===== src/qpdbi_regs.svh =====
// Constants of the quad-pumped data path with group inversion.
`ifndef QPDBI_REGS_SVH
`define QPDBI_REGS_SVH
`define QPDBI_WORD_W     64
`define QPDBI_GROUP_W    16
`define QPDBI_GROUPS     4
`define QPDBI_XFERS      4
`define QPDBI_HALF       8
`define QPDBI_FIFO_DEPTH 4
`define QPDBI_CLK_NS     20
`define QPDBI_LINK_NS    160
`define QPDBI_BURST_CYC  ((`QPDBI_LINK_NS) / (`QPDBI_CLK_NS))
`define QPDBI_XFER_CYC   ((`QPDBI_BURST_CYC) / (`QPDBI_XFERS))
`define QPDBI_CNT_W      3
`endif


===== src/qpdbi_pkg.sv =====
// Types of the quad-pumped data path with group inversion.
`default_nettype none
`include "qpdbi_regs.svh"
package qpdbi_pkg;
  typedef logic [`QPDBI_WORD_W-1:0] qpdbi_word_t;
  typedef logic [`QPDBI_GROUPS-1:0] qpdbi_grp_t;
  typedef struct packed
  {
    qpdbi_word_t data;
    qpdbi_grp_t  group_invert_flags;
    qpdbi_grp_t  strobe_pos;
    qpdbi_grp_t  strobe_neg;
    logic        data_valid_flag;
  } qpdbi_bus_t;
  typedef enum logic [1:0]
  {
    QPDBI_IDLE  = 2'b01,
    QPDBI_BURST = 2'b10
  } qpdbi_state_t;
endpackage
`default_nettype wire


===== src/qpdbi_top.sv =====
// Transmit FIFO and quad-pumped bus end with per-group data inversion.
`timescale 1ns/1ps
`default_nettype none
`include "qpdbi_regs.svh"

module qpdbi_fifo #(
  parameter int WIDTH = 64,
  parameter int DEPTH = 4
) (
  input  wire logic             clk_in,
  input  wire logic             reset_in,
  input  wire logic             in_valid_in,
  output logic                  in_ready_out,
  input  wire logic [WIDTH-1:0] in_data_in,
  output logic                  out_valid_out,
  input  wire logic             out_ready_in,
  output logic      [WIDTH-1:0] out_data_out,
  output logic                  full_out
);
  localparam int PW = (DEPTH > 1) ? $clog2(DEPTH) : 1;
  localparam logic [PW-1:0] LAST = PW'(DEPTH - 1);
  localparam logic [PW:0]   FULL = (PW + 1)'(DEPTH);
  logic [WIDTH-1:0] mem [DEPTH];
  logic [WIDTH-1:0] next_mem [DEPTH];
  logic [PW-1:0]    wr_ptr;
  logic [PW-1:0]    rd_ptr;
  logic [PW:0]      count;
  logic [PW-1:0]    next_wr_ptr;
  logic [PW-1:0]    next_rd_ptr;
  logic [PW:0]      next_count;
  logic             push;
  logic             pop;

  assign full_out      = (count == FULL);
  assign in_ready_out  = !full_out;
  assign out_valid_out = (count != '0);
  assign out_data_out  = mem[rd_ptr];
  assign push          = in_valid_in && in_ready_out;
  assign pop           = out_valid_out && out_ready_in;

  always_comb
  begin
    next_mem    = mem;
    next_wr_ptr = wr_ptr;
    next_rd_ptr = rd_ptr;
    next_count  = count;
    if (push)
    begin
      next_mem[wr_ptr] = in_data_in;
      next_wr_ptr      = (wr_ptr == LAST) ? '0 : wr_ptr + 1'b1;
    end
    if (pop)
    begin
      next_rd_ptr = (rd_ptr == LAST) ? '0 : rd_ptr + 1'b1;
    end
    if (push && !pop)
    begin
      next_count = count + 1'b1;
    end
    else if (pop && !push)
    begin
      next_count = count - 1'b1;
    end
  end

  always_ff @(posedge clk_in or posedge reset_in)
  begin
    if (reset_in)
    begin
      for (int i = 0; i < DEPTH; i++)
      begin
        mem[i] <= '0;
      end
      wr_ptr <= '0;
      rd_ptr <= '0;
      count  <= '0;
    end
    else
    begin
      mem    <= next_mem;
      wr_ptr <= next_wr_ptr;
      rd_ptr <= next_rd_ptr;
      count  <= next_count;
    end
  end
endmodule

module qpdbi_top (
  input  wire logic                  clk_in,
  input  wire logic                  reset_in,
  input  wire logic                  bus_clk_in,
  input  wire logic                  tx_valid_in,
  output logic                       tx_ready_out,
  input  wire qpdbi_pkg::qpdbi_word_t tx_data_in,
  output logic                       rx_valid_out,
  output qpdbi_pkg::qpdbi_word_t     rx_data_out,
  input  wire qpdbi_pkg::qpdbi_bus_t bus_in,
  output qpdbi_pkg::qpdbi_bus_t      bus_out,
  output logic                       bus_oe_out
);
  import qpdbi_pkg::*;
  localparam int GW = `QPDBI_GROUP_W;
  localparam logic [`QPDBI_CNT_W-1:0] LAST_CYC =
    `QPDBI_CNT_W'(`QPDBI_BURST_CYC - 1);
  localparam logic [`QPDBI_CNT_W-1:0] HALF_CYC =
    `QPDBI_CNT_W'(`QPDBI_BURST_CYC / 2);

  // Counts the bits that an active-low pin would drive low.
  function automatic logic over_half(input logic [GW-1:0] g);
    int n;
    n = 0;
    for (int i = 0; i < GW; i++)
    begin
      n = n + int'(g[i]);
    end
    return n > `QPDBI_HALF;
  endfunction

  function automatic qpdbi_grp_t inv_flags(input qpdbi_word_t w);
    qpdbi_grp_t f;
    for (int g = 0; g < `QPDBI_GROUPS; g++)
    begin
      f[g] = over_half(w[g*GW +: GW]);
    end
    return f;
  endfunction

  function automatic qpdbi_word_t apply_inv(input qpdbi_word_t w,
                                            input qpdbi_grp_t  f);
    qpdbi_word_t r;
    for (int g = 0; g < `QPDBI_GROUPS; g++)
    begin
      r[g*GW +: GW] = w[g*GW +: GW] ^ {GW{f[g]}};
    end
    return r;
  endfunction

  qpdbi_bus_t   sync1;
  qpdbi_bus_t   sync2;
  qpdbi_bus_t   sync3;
  logic [2:0]   bclk_sync;
  logic         bus_rise;
  always_ff @(posedge clk_in or posedge reset_in)
  begin
    if (reset_in)
    begin
      sync1     <= '1;
      sync2     <= '1;
      sync3     <= '1;
      bclk_sync <= '0;
    end
    else
    begin
      sync1     <= bus_in;
      sync2     <= sync1;
      sync3     <= sync2;
      bclk_sync <= {bclk_sync[1:0], bus_clk_in};
    end
  end
  assign bus_rise = bclk_sync[1] && !bclk_sync[2];

  qpdbi_word_t  fifo_data;
  logic         fifo_valid;
  logic         fifo_full;
  logic         load;
  qpdbi_fifo #(
    .WIDTH (`QPDBI_WORD_W),
    .DEPTH (`QPDBI_FIFO_DEPTH)
  ) u_fifo (
    .clk_in        (clk_in),
    .reset_in      (reset_in),
    .in_valid_in   (tx_valid_in),
    .in_ready_out  (tx_ready_out),
    .in_data_in    (tx_data_in),
    .out_valid_out (fifo_valid),
    .out_ready_in  (load),
    .out_data_out  (fifo_data),
    .full_out      (fifo_full)
  );

  qpdbi_state_t state;
  qpdbi_state_t next_state;
  logic [`QPDBI_CNT_W-1:0] cnt;
  logic [`QPDBI_CNT_W-1:0] next_cnt;
  qpdbi_word_t  tx_raw;
  qpdbi_word_t  next_tx_raw;
  qpdbi_bus_t   next_bus_out;
  logic         next_bus_oe;
  logic         start;
  logic [1:0]   ph;

  always_comb
  begin
    start = (state == QPDBI_IDLE || cnt == LAST_CYC) && bus_rise
            && fifo_full;
    load  = start || (state == QPDBI_BURST && cnt[0] && cnt != LAST_CYC);
    next_state  = start ? QPDBI_BURST
                : (cnt == LAST_CYC ? QPDBI_IDLE : state);
    next_cnt    = (start || state == QPDBI_IDLE) ? '0 : cnt + 1'b1;
    next_tx_raw = tx_raw;
    next_bus_out = bus_out;
    next_bus_oe  = (next_state == QPDBI_BURST);
    if (load)
    begin
      next_tx_raw = fifo_data;
      next_bus_out.group_invert_flags = ~inv_flags(fifo_data);
      next_bus_out.data = ~apply_inv(fifo_data, inv_flags(fifo_data));
    end
    next_bus_out.data_valid_flag = !next_bus_oe;
    ph = next_cnt[1:0];
    next_bus_out.strobe_pos = {`QPDBI_GROUPS{!(next_bus_oe
                              && (ph == 2'h1 || ph == 2'h2))}};
    next_bus_out.strobe_neg = {`QPDBI_GROUPS{!(next_bus_oe
                              && (ph == 2'h3 || next_cnt == HALF_CYC))}};
  end

  always_ff @(posedge clk_in or posedge reset_in)
  begin
    if (reset_in)
    begin
      state      <= QPDBI_IDLE;
      cnt        <= '0;
      tx_raw     <= '0;
      bus_out    <= '1;
      bus_oe_out <= 1'b0;
    end
    else
    begin
      state      <= next_state;
      cnt        <= next_cnt;
      tx_raw     <= next_tx_raw;
      bus_out    <= next_bus_out;
      bus_oe_out <= next_bus_oe;
    end
  end

  qpdbi_grp_t   got;
  qpdbi_grp_t   next_got;
  qpdbi_grp_t   rx_fall;
  qpdbi_word_t  stage;
  qpdbi_word_t  next_stage;
  qpdbi_word_t  rx_true;
  logic         next_rx_valid;
  qpdbi_word_t  next_rx_data;

  always_comb
  begin
    rx_fall = ((sync3.strobe_pos & ~sync2.strobe_pos)
             | (sync3.strobe_neg & ~sync2.strobe_neg))
             & {`QPDBI_GROUPS{!sync2.data_valid_flag && !bus_oe_out}};
    rx_true    = apply_inv(~sync2.data, ~sync2.group_invert_flags);
    next_stage = stage;
    for (int g = 0; g < `QPDBI_GROUPS; g++)
    begin
      if (rx_fall[g])
      begin
        next_stage[g*GW +: GW] = rx_true[g*GW +: GW];
      end
    end
    next_rx_valid = &(got | rx_fall);
    next_got      = next_rx_valid ? '0 : (got | rx_fall);
    next_rx_data  = next_rx_valid ? next_stage : rx_data_out;
  end

  always_ff @(posedge clk_in or posedge reset_in)
  begin
    if (reset_in)
    begin
      got          <= '0;
      stage        <= '0;
      rx_valid_out <= 1'b0;
      rx_data_out  <= '0;
    end
    else
    begin
      got          <= next_got;
      stage        <= next_stage;
      rx_valid_out <= next_rx_valid;
      rx_data_out  <= next_rx_data;
    end
  end
endmodule
`default_nettype wire


===== config.mk =====
export PLATFORM = sky130hd
export DESIGN_NAME = qpdbi_top
export DESIGN_NICKNAME = d
export VERILOG_FILES = /design/src/qpdbi_pkg.sv /design/src/qpdbi_top.sv
export VERILOG_INCLUDE_DIRS = /design/src
export SDC_FILE = /design/constraint.sdc
export NUM_CORES = 1
export LEC_CHECK = 0
export ABC_AREA = 1
export ABC_CLOCK_PERIOD_IN_PS = 17650
export CORE_ASPECT_RATIO = 0.5
export CORE_UTILIZATION = 57
export DETAILED_ROUTE_END_ITERATION = 10
export DONT_BUFFER_PORTS = 1
export PLACE_DENSITY = 0.82
export SETUP_SLACK_MARGIN = 0.15
export SLEW_MARGIN = 20
export SYNTH_ARGS = -nofsm -noshare
export SYNTH_HDL_FRONTEND = slang
export SYNTH_SLANG_ARGS = --single-unit

===== constraint.sdc =====
create_clock -name clk_in -period 17.65 [get_ports clk_in]
set_input_delay 0.8825 -clock clk_in [delete_from_list [all_inputs] [get_ports clk_in]]
set_output_delay 0.8825 -clock clk_in [all_outputs]
set_load 0.01 [all_outputs]

# After elaboration in Yosys (flattened, before gate mapping)
# Cells that the tools add are included.
# W data, S select, Z words.
# op_classes
n_mux	18
eq_ne	12
order_cmp	7
addsub	65
n_reduce_logical	30
bitwise	21
# ops
cell	n
$bwmux W256	1
$mux W64	3
$bmux W64 S2	1
$demux W64 S2	1
$not A64 Y64	2
$xor A16 B16 Y16	8
$add A15 B1 Y16	4
$gt A16 B4 Y1 const B	4
$mux W16	4
$add A14 B1 Y15	4
$add A13 B1 Y14	4
$add A12 B1 Y13	4
$add A11 B1 Y12	4
$add A10 B1 Y11	4
$add A9 B1 Y10	4
$add A8 B1 Y9	4
$add A7 B1 Y8	4
$add A6 B1 Y7	4
$add A5 B1 Y6	4
$add A4 B1 Y5	4
$add A3 B1 Y4	4
$not A4 Y4	4
$logic_and A1 B1 Y1	13
$add A2 B1 Y3	4
other kinds (21)	56
# word_totals
ff_bits	638
word_cells	185
in_bits	145
output_inout_bits	144

# Longest topological paths before layout
# Gate-level depths: netlist (run 1).
# depth
depth_word	22
ltp_mapped	27
depth_no_buf	25

# By module
# From an unflattened synthesis (run 1), not the netlist that was laid out.
# hier_totals
hier_cells	3126
hier_area_um2	28861.4
# modules_own_cells
mod	area_per_inst_um2	cells_each	instances	seq_area_each_um2
qpdbi_top	15403.5	1448	1	9676.8
qpdbi_fifo	13457.9	1678	1	6581.3

# Worst setup path before layout (run 1)
# No wires, ideal clock.
# synth_timing
path_type	flip-flop to flip-flop
from	register u_fifo.rd_ptr[0]
to	register bus_out[9] in the netlist's numbering
period_less_slack_ns	4.824
t_arrival_ns	4.764
required_time_ns	17.590
path_buffers	4
stages_incl_launch_ff	26
slack_ns	12.826
setup_ns	0.060
path_cell_list	dfrtp_1 buf_4 inv_2 buf_6 buf_2 nand2_1 nand3_1 nand2_1 fa_1 inv_1 fa_1 fa_1 inv_1 fa_1 inv_1 ha_1 inv_1 fa_1 inv_1 nor2_1 nand2_1 nand3_1 nand2_1 nand2_2 buf_2 o21a_1
# synth_via
elab_chain_len	21
# synth_rtl
item	line	text
start: declaration	qpdbi_top.sv:26	logic [PW-1:0] rd_ptr;
start signal: assignment	qpdbi_top.sv:82	rd_ptr <= next_rd_ptr;
$not A2 Y3 (implied by the code) *	qpdbi_top.sv:37	assign out_data_out = mem[rd_ptr];
$bmux W64 S2 *	qpdbi_top.sv:37	
$mux W64 (implied by the code) * (2 in a row)	qpdbi_top.sv:37	
$add A1 B1 Y2	qpdbi_top.sv:114	n = n + int'(g[i]);
$add A2 B1 Y3	qpdbi_top.sv:114	
$add A3 B1 Y4	qpdbi_top.sv:114	
$add A4 B1 Y5	qpdbi_top.sv:114	
$add A5 B1 Y6	qpdbi_top.sv:114	
[... 4 more ...]	-	
$add A10 B1 Y11	qpdbi_top.sv:114	
$add A11 B1 Y12	qpdbi_top.sv:114	
$add A12 B1 Y13	qpdbi_top.sv:114	
$add A13 B1 Y14	qpdbi_top.sv:114	
$add A14 B1 Y15	qpdbi_top.sv:114	
$add A15 B1 Y16 *	qpdbi_top.sv:114	
$gt A16 B4 Y1 (no line) *	-	
$not A4 Y4 *	qpdbi_top.sv:206	next_bus_out.group_invert_flags = ~inv_flags(fifo_data);
end signal: assignment	qpdbi_top.sv:232	bus_out <= next_bus_out;
end: declaration	qpdbi_top.sv:98	output qpdbi_pkg::qpdbi_bus_t bus_out,
# Every way passes the cells marked *; elsewhere a longest branch is shown, timed or not. The select of a mux whose other input is x is not followed.
# A chain may end at the register's enable or synchronous reset.

# Worst setup path after layout (run 1)
# layout_timing
from	register u_fifo.rd_ptr[0]
to	register bus_out[68] in the netlist's numbering
# layout_via
elab_chain_len	22
# layout_rtl
item	line	text
$not A2 Y3 (implied by the code) *	qpdbi_top.sv:37	
$bmux W64 S2 *	qpdbi_top.sv:37	
$mux W64 (implied by the code) * (2 in a row)	qpdbi_top.sv:37	
$add A1 B1 Y2	qpdbi_top.sv:114	
$add A2 B1 Y3	qpdbi_top.sv:114	
$add A3 B1 Y4	qpdbi_top.sv:114	
$add A4 B1 Y5	qpdbi_top.sv:114	
$add A5 B1 Y6	qpdbi_top.sv:114	
[... 5 more ...]	-	
$add A11 B1 Y12	qpdbi_top.sv:114	
$add A12 B1 Y13	qpdbi_top.sv:114	
$add A13 B1 Y14	qpdbi_top.sv:114	
$add A14 B1 Y15	qpdbi_top.sv:114	
$add A15 B1 Y16	qpdbi_top.sv:114	
$gt A16 B4 Y1 (no line)	-	
$xor A16 B16 Y16 *	qpdbi_top.sv:133	r[g*GW +: GW] = w[g*GW +: GW] ^ {GW{f[g]}};
$not A64 Y64 *	qpdbi_top.sv:207	next_bus_out.data = ~apply_inv(fifo_data, inv_flags(fifo_data));
# Marked as above.

==> metrics.md, run 1 <==
| Metric | Value |
|---|---|
| Dpl cells | 3,413 |
| Post-Route WL | between 60,000 and 70,000 µm |
| TritonCTS buffer count | 55 |
| Die area | between 40,000 and 50,000 µm² |
| Max incr delay on CP | between 700 and 800 ps |
| Synthesized net count | around 3,100 |
| Root buf cell | clkbuf_16 |
| Top_reg_cell synth | dfrtp_1 |
| Crit-path cells | inv_4, buf_4, nor2_1, nor2_1, o21ai_0, nand2_1, inv_1, fa_1, fa_1, inv_1, fa_1, inv_1, fa_1, inv_1, ha_1, inv_1, fa_1, o21ai_0, nand2_1, nand2_1, nand2_1, nand3_1, nand2_1 |
| Clock sinks | between 600 and 700 |
| Hold path depth | 0 |
| CTS Hold Buffers Added | 0 |
| Area grow syn2layout | 7.09% |
| # Max-Cap Violations | 0 |
| Sequential area share after synthesis | 59.5% |
| CTS resizes | 0 |
| Post-synth cell types | 31 |
| CP max-delay cell | buf_4 |
| Die width | slightly above 300 µm |
| Residual overflow from global routing | 0 |
| Hold_sp | bus_in[0] |
| Starting Density | 58.0% |
| Worst Path Arrival | slightly above 7000 ps |
| Postcts setup bufs | 0 |
| Endpoints failing setup | 0 |
| Nets | approximately 3,000 |
| CP Capture Type | register |
| Reg2Reg Capture Point | bus_out[68] |
| Mapped Cells | ~2,900 |
| DRC violations left | 0 |
| Largest net degree at the start of global routing | 200 |
| CP Max Fanout | 87 |
| Clk slew on worst S/H paths | ~70 ps |
| HP Class | in -> reg |
| Cell count of the worst reg-to-reg path | 23 |
| Hold Vio Cnt, Final | 0 |
| Worst Hold Path EP | sync1[0] |
| IO Pins | around 290 |
| Slew @ Worst Pin | approximately 1100 ps |
| Initial antenna violation count | 3 |
| Clock skew | 26.6 ps |
| Max Slew Vio Count | 0 |
| Post-Syn Area | approximately 27,000 µm² |
| Max Freq | around 0.15 GHz |
| Share of post-route cells with drive strength above 1 | between 10% and 20% |
| Fillers | between 3,000 and 4,000 |
| Reg-to-reg startpoint | u_fifo.rd_ptr[0] |
| Drt pass-1 iters | 7 |
| Num rows | 56 |
| Post-route setup TNS | 0 ps |
| Rel. slew slack | about a quarter |
| Vias in the first global route | 18,200 |
| Global placer's final weighted congestion | 0.889 |
| Outcome | finished, final reports clean |
| Async set-or-reset flop fraction in the synthesized netlist | between 90% and 100% |
| RSZ-0062 raised after global routing | false |
| Clk Latency, worst-skew pair | approximately 590 ps |
| H-tree levels | 2 |
| Detailed placement HPWL | around 40,000 µm |
| Post-synth EDFFs | 0 |
| Core region area | 47,100 µm² |
| Setup CP Type | reg -> reg |
| Yosys warning total | 0 |
| First-pass GRT wire length | just under 100,000 µm |
| Vias per Instance | between 5 and 6 |
| Height of the die | 157 µm |
| Post-route ant nets | 0 |
| Req. time, crit path | between 15,000 and 20,000 ps |
| R2r setup slk | between 10,000 and 15,000 ps |
| WL/cell | 17.7 µm |
| DRT iter0 DRCs | around 2,000 |
| Final period util | about two fifths |
| CTS tree | yes |
| CP Launch Type | register |
| Total vias in the final route | between 15,000 and 20,000 |
| Number of synthesized register bits | around 640 |
| Fin cells | ~3,500 |
| IO buf count | 0 |
| Syn avg cell area | between 9 and 10 µm² |
| Total track usage | between 20% and 30% |
| Period minus WS final | about 6700 ps |
| Clock buffer depth | 3 |
metal layers:
metal / part of all wire (%) / global-route usage [%]
met1: 42 / 34.8
met2: 48 / 41.7
met3: 7.2 / 4.88
met4: 2.7 / 7.00
met5: 0 / 0
flip-flops by register name, summed over array words and instances (netlist names):
register and flops:
sync1 77, sync3 8, sync2 77, u_fifo.count 3, got 4, rx_data_out 64
u_fifo.wr_ptr 2, bclk_sync 3, cnt 3, u_fifo.mem 256, bus_out 71, bus_oe_out 1
rx_valid_out 1, state 2, u_fifo.rd_ptr 2, stage 64
logic make-up (layout without fill, tap and decap cells):
logic type                 count (synthesis)  in the layout  share of synthesized area (%)
other                                      0              3                              0
muxes                                      1              1                         0.0412
buffers and inverters                    420            377                           6.86
adders and majority gates                 71             71                           4.38
and+or+nand+nor                         1301           1301                           19.0
AOI/OAI and AO/OA                        424            424                           8.06
xor gates and xnor gates                  67             67                           2.15
DFF                                      638            638                           59.5
synthesized netlist by cell type (5+ instances only):
cell | number | area (µm²)
buf_4 | 43 | 323
ha_1 | 30 | 375
nand3_1 | 159 | 796
dfrtp_1 | 404 | 10100
buf_2 | 84 | 420
a21oi_1 | 28 | 140
nand2_1 | 957 | 3590
o21ai_1 | 41 | 205
clkbuf_1 | 32 | 120
fa_1 | 41 | 821
o21ai_0 | 322 | 1610
xnor2_1 | 65 | 569
inv_2 | 9 | 33.8
nand4_1 | 16 | 100
o211ai_1 | 29 | 218
nor2_1 | 154 | 578
dfstp_2 | 234 | 6150
inv_1 | 246 | 923
nand2_2 | 5 | 31.3
critical path: cells and delay by family (launching register included):
kind                     cells  cell delay [ps]
flip-flops                   1              420
AO/OA/AOI/OAI                2              260
buffers and inverters        7             1700
AND/OR/NAND/NOR              8             1590
adder cells (fa/ha/maj)      6             2560
layout by cell type (no fill, tap or decap), drive strengths merged:
cell,n
mux2,1
clkinvlp,3
ha,30
dfstp,234
fa,41
nand3,163
a21oi,28
nor3,2
nand3b,1
dfrtp,404
nand2,962
buf,19
nand4,16
o21a,1
xnor2,65
xor2,2
inv,254
o211ai,29
o22ai,3
nor2,157
diode,3
o21ai,363
bufinv,3
clkinv,11
clkbuf,87
per-stage QoR:
stage	worst slack, ps	area, µm²	util [%]	hold WS, ps
floorplan	8240	27300	-	331
global placement	11190	27400	58.2	334
detailed placement	11060	27400	58.2	340
CTS	11050	29200	62.0	277
global route	10540	29300	62.1	269
finish	10920	29300	62.1	305
worst max path at each step:
stage / startpoint / endpoint / slack, ps / depth (start not counted)
floorplan: reset_in / bclk_sync[0] / 8240 / 1
global placement: u_fifo.rd_ptr[0] / bus_out[70] / 11190 / 23
detailed placement: u_fifo.rd_ptr[0] / bus_out[68] / 11060 / 23
CTS: u_fifo.rd_ptr[0] / bus_out[68] / 11050 / 23
global route: u_fifo.rd_ptr[0] / bus_out[68] / 10540 / 23
finish: u_fifo.rd_ptr[0] / bus_out[68] / 10920 / 23
area by class of cell:
class	instances	area (µm²)	share of cell area, %
Sequential cell	638	16300	55.6
Clock buffer	87	1640	5.60
Antenna cell	3	7.51	0.0257
Timing Repair Buffer	19	195	0.667
Tap cell	638	798	2.73
Inverter	255	963	3.29
Clock inverter	16	171	0.586
Multi-Input combinational cell	1864	9220	31.5
Power of run 1 is not shown: default switching activity piles up to over one toggle a cycle in this logic, so the estimate is an artifact.
==> run 2, diff against run 1 <==
--- a/config.mk
+++ b/config.mk
@@ -7,7 +7,7 @@
 export NUM_CORES = 1
 export LEC_CHECK = 0
 export ABC_AREA = 1
-export ABC_CLOCK_PERIOD_IN_PS = 17650
+export ABC_CLOCK_PERIOD_IN_PS = 6000
 export CORE_ASPECT_RATIO = 0.5
 export CORE_UTILIZATION = 57
 export DETAILED_ROUTE_END_ITERATION = 10
==> constraint.sdc (replaced) <==
create_clock -name clk_in -period 6 [get_ports clk_in]
set_input_delay 0.3 -clock clk_in [delete_from_list [all_inputs] [get_ports clk_in]]
set_output_delay 0.3 -clock clk_in [all_outputs]
set_load 0.01 [all_outputs]
==> run 2 against run 1 <==
  * Core utilization grew 3.6 points
  * Flip-flop and latch count is the same
  * Non-clock buffer count grew 154
  * Via count grew 4.9%
  * First-iteration DRC count grew 6.8%
  * Final area grew 5.8%
  * Global-route usage grew 1.3 points
==> metrics.md, run 2 (synthesis results as in run 1) <==
| Metric | Value |
|---|---|
| Hold Vio Cnt, Final | 0 (unchanged) |
| Clk Latency, worst-skew pair | 590 ps (about the same) |
| Final period util | 93.4% (+55 points) |
| Starting Density | 58.0% (unchanged) |
| Max Slew Vio Count | 0 (unchanged) |
| Area grow syn2layout | 13.3% |
| IO buf count | 0 (unchanged) |
| Max Freq | 0.178 GHz (+20%) |
| CP Max Fanout | 81 (-6.9%) |
| Total vias in the final route | 20,000 (+4.9%) |
| RSZ-0062 raised after global routing | false |
| First-pass GRT wire length | 104,000 µm (+5.3%) |
| IO Pins | 289 (unchanged) |
| Drt pass-1 iters | 6 (-1) |
| Post-route setup TNS | 0 ps (unchanged) |
| CP Launch Type | register |
| HP Class | in -> reg |
| Commonest non-fill, non-tap cell in the layout | nand2_1 |
| Residual overflow from global routing | 0 (unchanged) |
| Die area | 48,900 µm² (unchanged) |
| CTS tree | yes |
| Total track usage | 26.7% (+1.3 points) |
| Clock buffer depth | 3 (unchanged) |
| Post-route ant nets | 0 (unchanged) |
| Regs by FF count | u_fifo.mem x256, sync1 x77, sync2 x77 |
| Rel. slew slack | 33.4% (+9.9 points) |
| Num rows | 56 (unchanged) |
| Core region area | 47,100 µm² (unchanged) |
| Outcome | finished, final reports clean |
| H-tree levels | 2 (unchanged) |
| Fin cells | 3,672 (+4.3%) |
| Top reg by flops | u_fifo.mem |
| Initial antenna violation count | 3 (unchanged) |
| Vias per Instance | 5.45 (+0.56%) |
| Postcts setup bufs | 0 (unchanged) |
| Clock sinks | 638 (unchanged) |
| # Max-Cap Violations | 0 (unchanged) |
| Nets | 3,202 (+5.0%) |
| Global placer's final weighted congestion | 0.916 (+3.0%) |
| Detailed placement HPWL | 40,600 µm (+1.1%) |
| Root buf cell | clkbuf_16 |
| Die width | 312 µm (unchanged) |
| DRC violations left | 0 (unchanged) |
| Pre-CTS setup slack | 165 ps (-10,890 ps) |
| Dpl cells | 3,424 (+0.32%) |
| Post-DP Area | 27,600 µm² (+0.56%) |
| Period minus WS final | 5600 ps (-1120 ps) |
| WL/cell | 17.8 µm (+0.81%) |
| Req. time, crit path | 6530 ps (-11,630 ps) |
| Vias in the first global route | 19,500 (+7.2%) |
| Share of post-route cells with drive strength above 1 | 12.9% (+0.12 points) |
| DRT iter0 DRCs | 2,110 (+6.8%) |
| Worst Path Arrival | 6130 ps (-1100 ps) |
| Clk slew on worst S/H paths | 70 ps (about the same) |
| Final instance area | 31,000 µm² (+5.8%) |
| Height of the die | 157 µm (unchanged) |
| Endpoints failing setup | 0 (unchanged) |
| R2r setup slk | 400 ps (-10,530 ps) |
| Setup CP Type | reg -> reg |
| Clock skew | 20.8 ps (-5.78 ps) |
| TritonCTS buffer count | 54 (-1.8%) |
| CP Capture Type | register |
| Slew @ Worst Pin | 997 ps (-151 ps) |
| Fin worst setup slack | 395 ps (-10,530 ps) |
| Largest register FFs | 256 (unchanged) |
| Most frequent cells in the layout | 951 x nand2_1, 402 x dfrtp_1, 322 x o21ai_0 |
| Post-Route WL | 65,400 µm (+5.2%) |
| Largest net degree at the start of global routing | 171 (-14%) |
-- run 2: cell types whose count changed in the layout (fill, tap and decap cells not counted), moves of 2 or more --
cell | before | now
clkbuf_1 | 20 | 9
clkinv_2 | 10 | 14
buf_6 | 2 | 0
clkbuf_8 | 10 | 15
nand2_1 | 953 | 951
buf_12 | 2 | 7
bufinv_16 | 3 | 5
dlygate4sd3_1 | 0 | 143
buf_4 | 14 | 21
-- run 2: worst max-delay path, cell delays in order (launching register included) --
cell	delay [ps]
dfrtp_4	590
buf_12	360
nor2_1	90
o21ai_0	90
nand2_1	190
inv_1	170
fa_1	460
fa_1	550
inv_1	60
fa_1	480
inv_1	60
fa_1	460
inv_1	70
ha_1	180
inv_1	60
fa_1	410
inv_1	80
nand2_1	60
nand4_1	100
nand3_2	330
nand2_4	320
inv_1	80
nand2_1	80
nand2_1	60
nand2_1	50
-- run 2: worst paths after layout --
check                                 startpoint          endpoint  cells after the start
min in group asynchronous               reset_in         stage[62]                      2
worst min-delay path                 tx_valid_in  u_fifo.wr_ptr[0]                      4
max in group asynchronous               reset_in  u_fifo.rd_ptr[1]                      4
worst min register to register         sync1[16]         sync2[16]                      0
worst max register to register  u_fifo.rd_ptr[1]       bus_out[39]                     24
worst max-delay path            u_fifo.rd_ptr[1]       bus_out[39]                     24
-- run 2: through the flow --
| step | hold WS (ps) | util, % |
|---|---|---|
| after floorplan | 304 | - |
| after global placement | 305 | 58.5 |
| after detailed placement | 305 | 58.5 |
| after CTS | 100 | 65.6 |
| after global routing | 133 | 65.7 |
| final | 119 | 65.7 |
-- run 2: timing repair --
| item | CTS | global route |
|---|---|---|
| hold endpoints to repair | 358 | 0 |
| hold buffers | 143 | 0 |
| endpoints found under the setup margin | 2 | 68 |
| gates resized for setup | 1 | 8 |
-- run 2: per-layer routing --
metal / vias up / wire length [µm] / part of all wire [%] / track usage [%]
met5: - / 13 / 0.020 / 0
met4: 2 / 1820 / 2.8 / 7.89
met3: 145 / 5090 / 7.8 / 5.58
met2: 824 / 31900 / 49 / 44.4
met1: 9758 / 26500 / 41 / 35.7
li1: 9283 / - / - / -
-- run 2: cell type report --
class,instances,area [µm²]
sequential,638,16300
inverter,255,968
timing repair buffer,173,1770
antenna,2,5.00
multi-input combinational,1864,9240
clock buffer,81,1670
fill,3423,16100
clock inverter,21,236
tap,638,798
Power of run 2 is left out for the same reason.
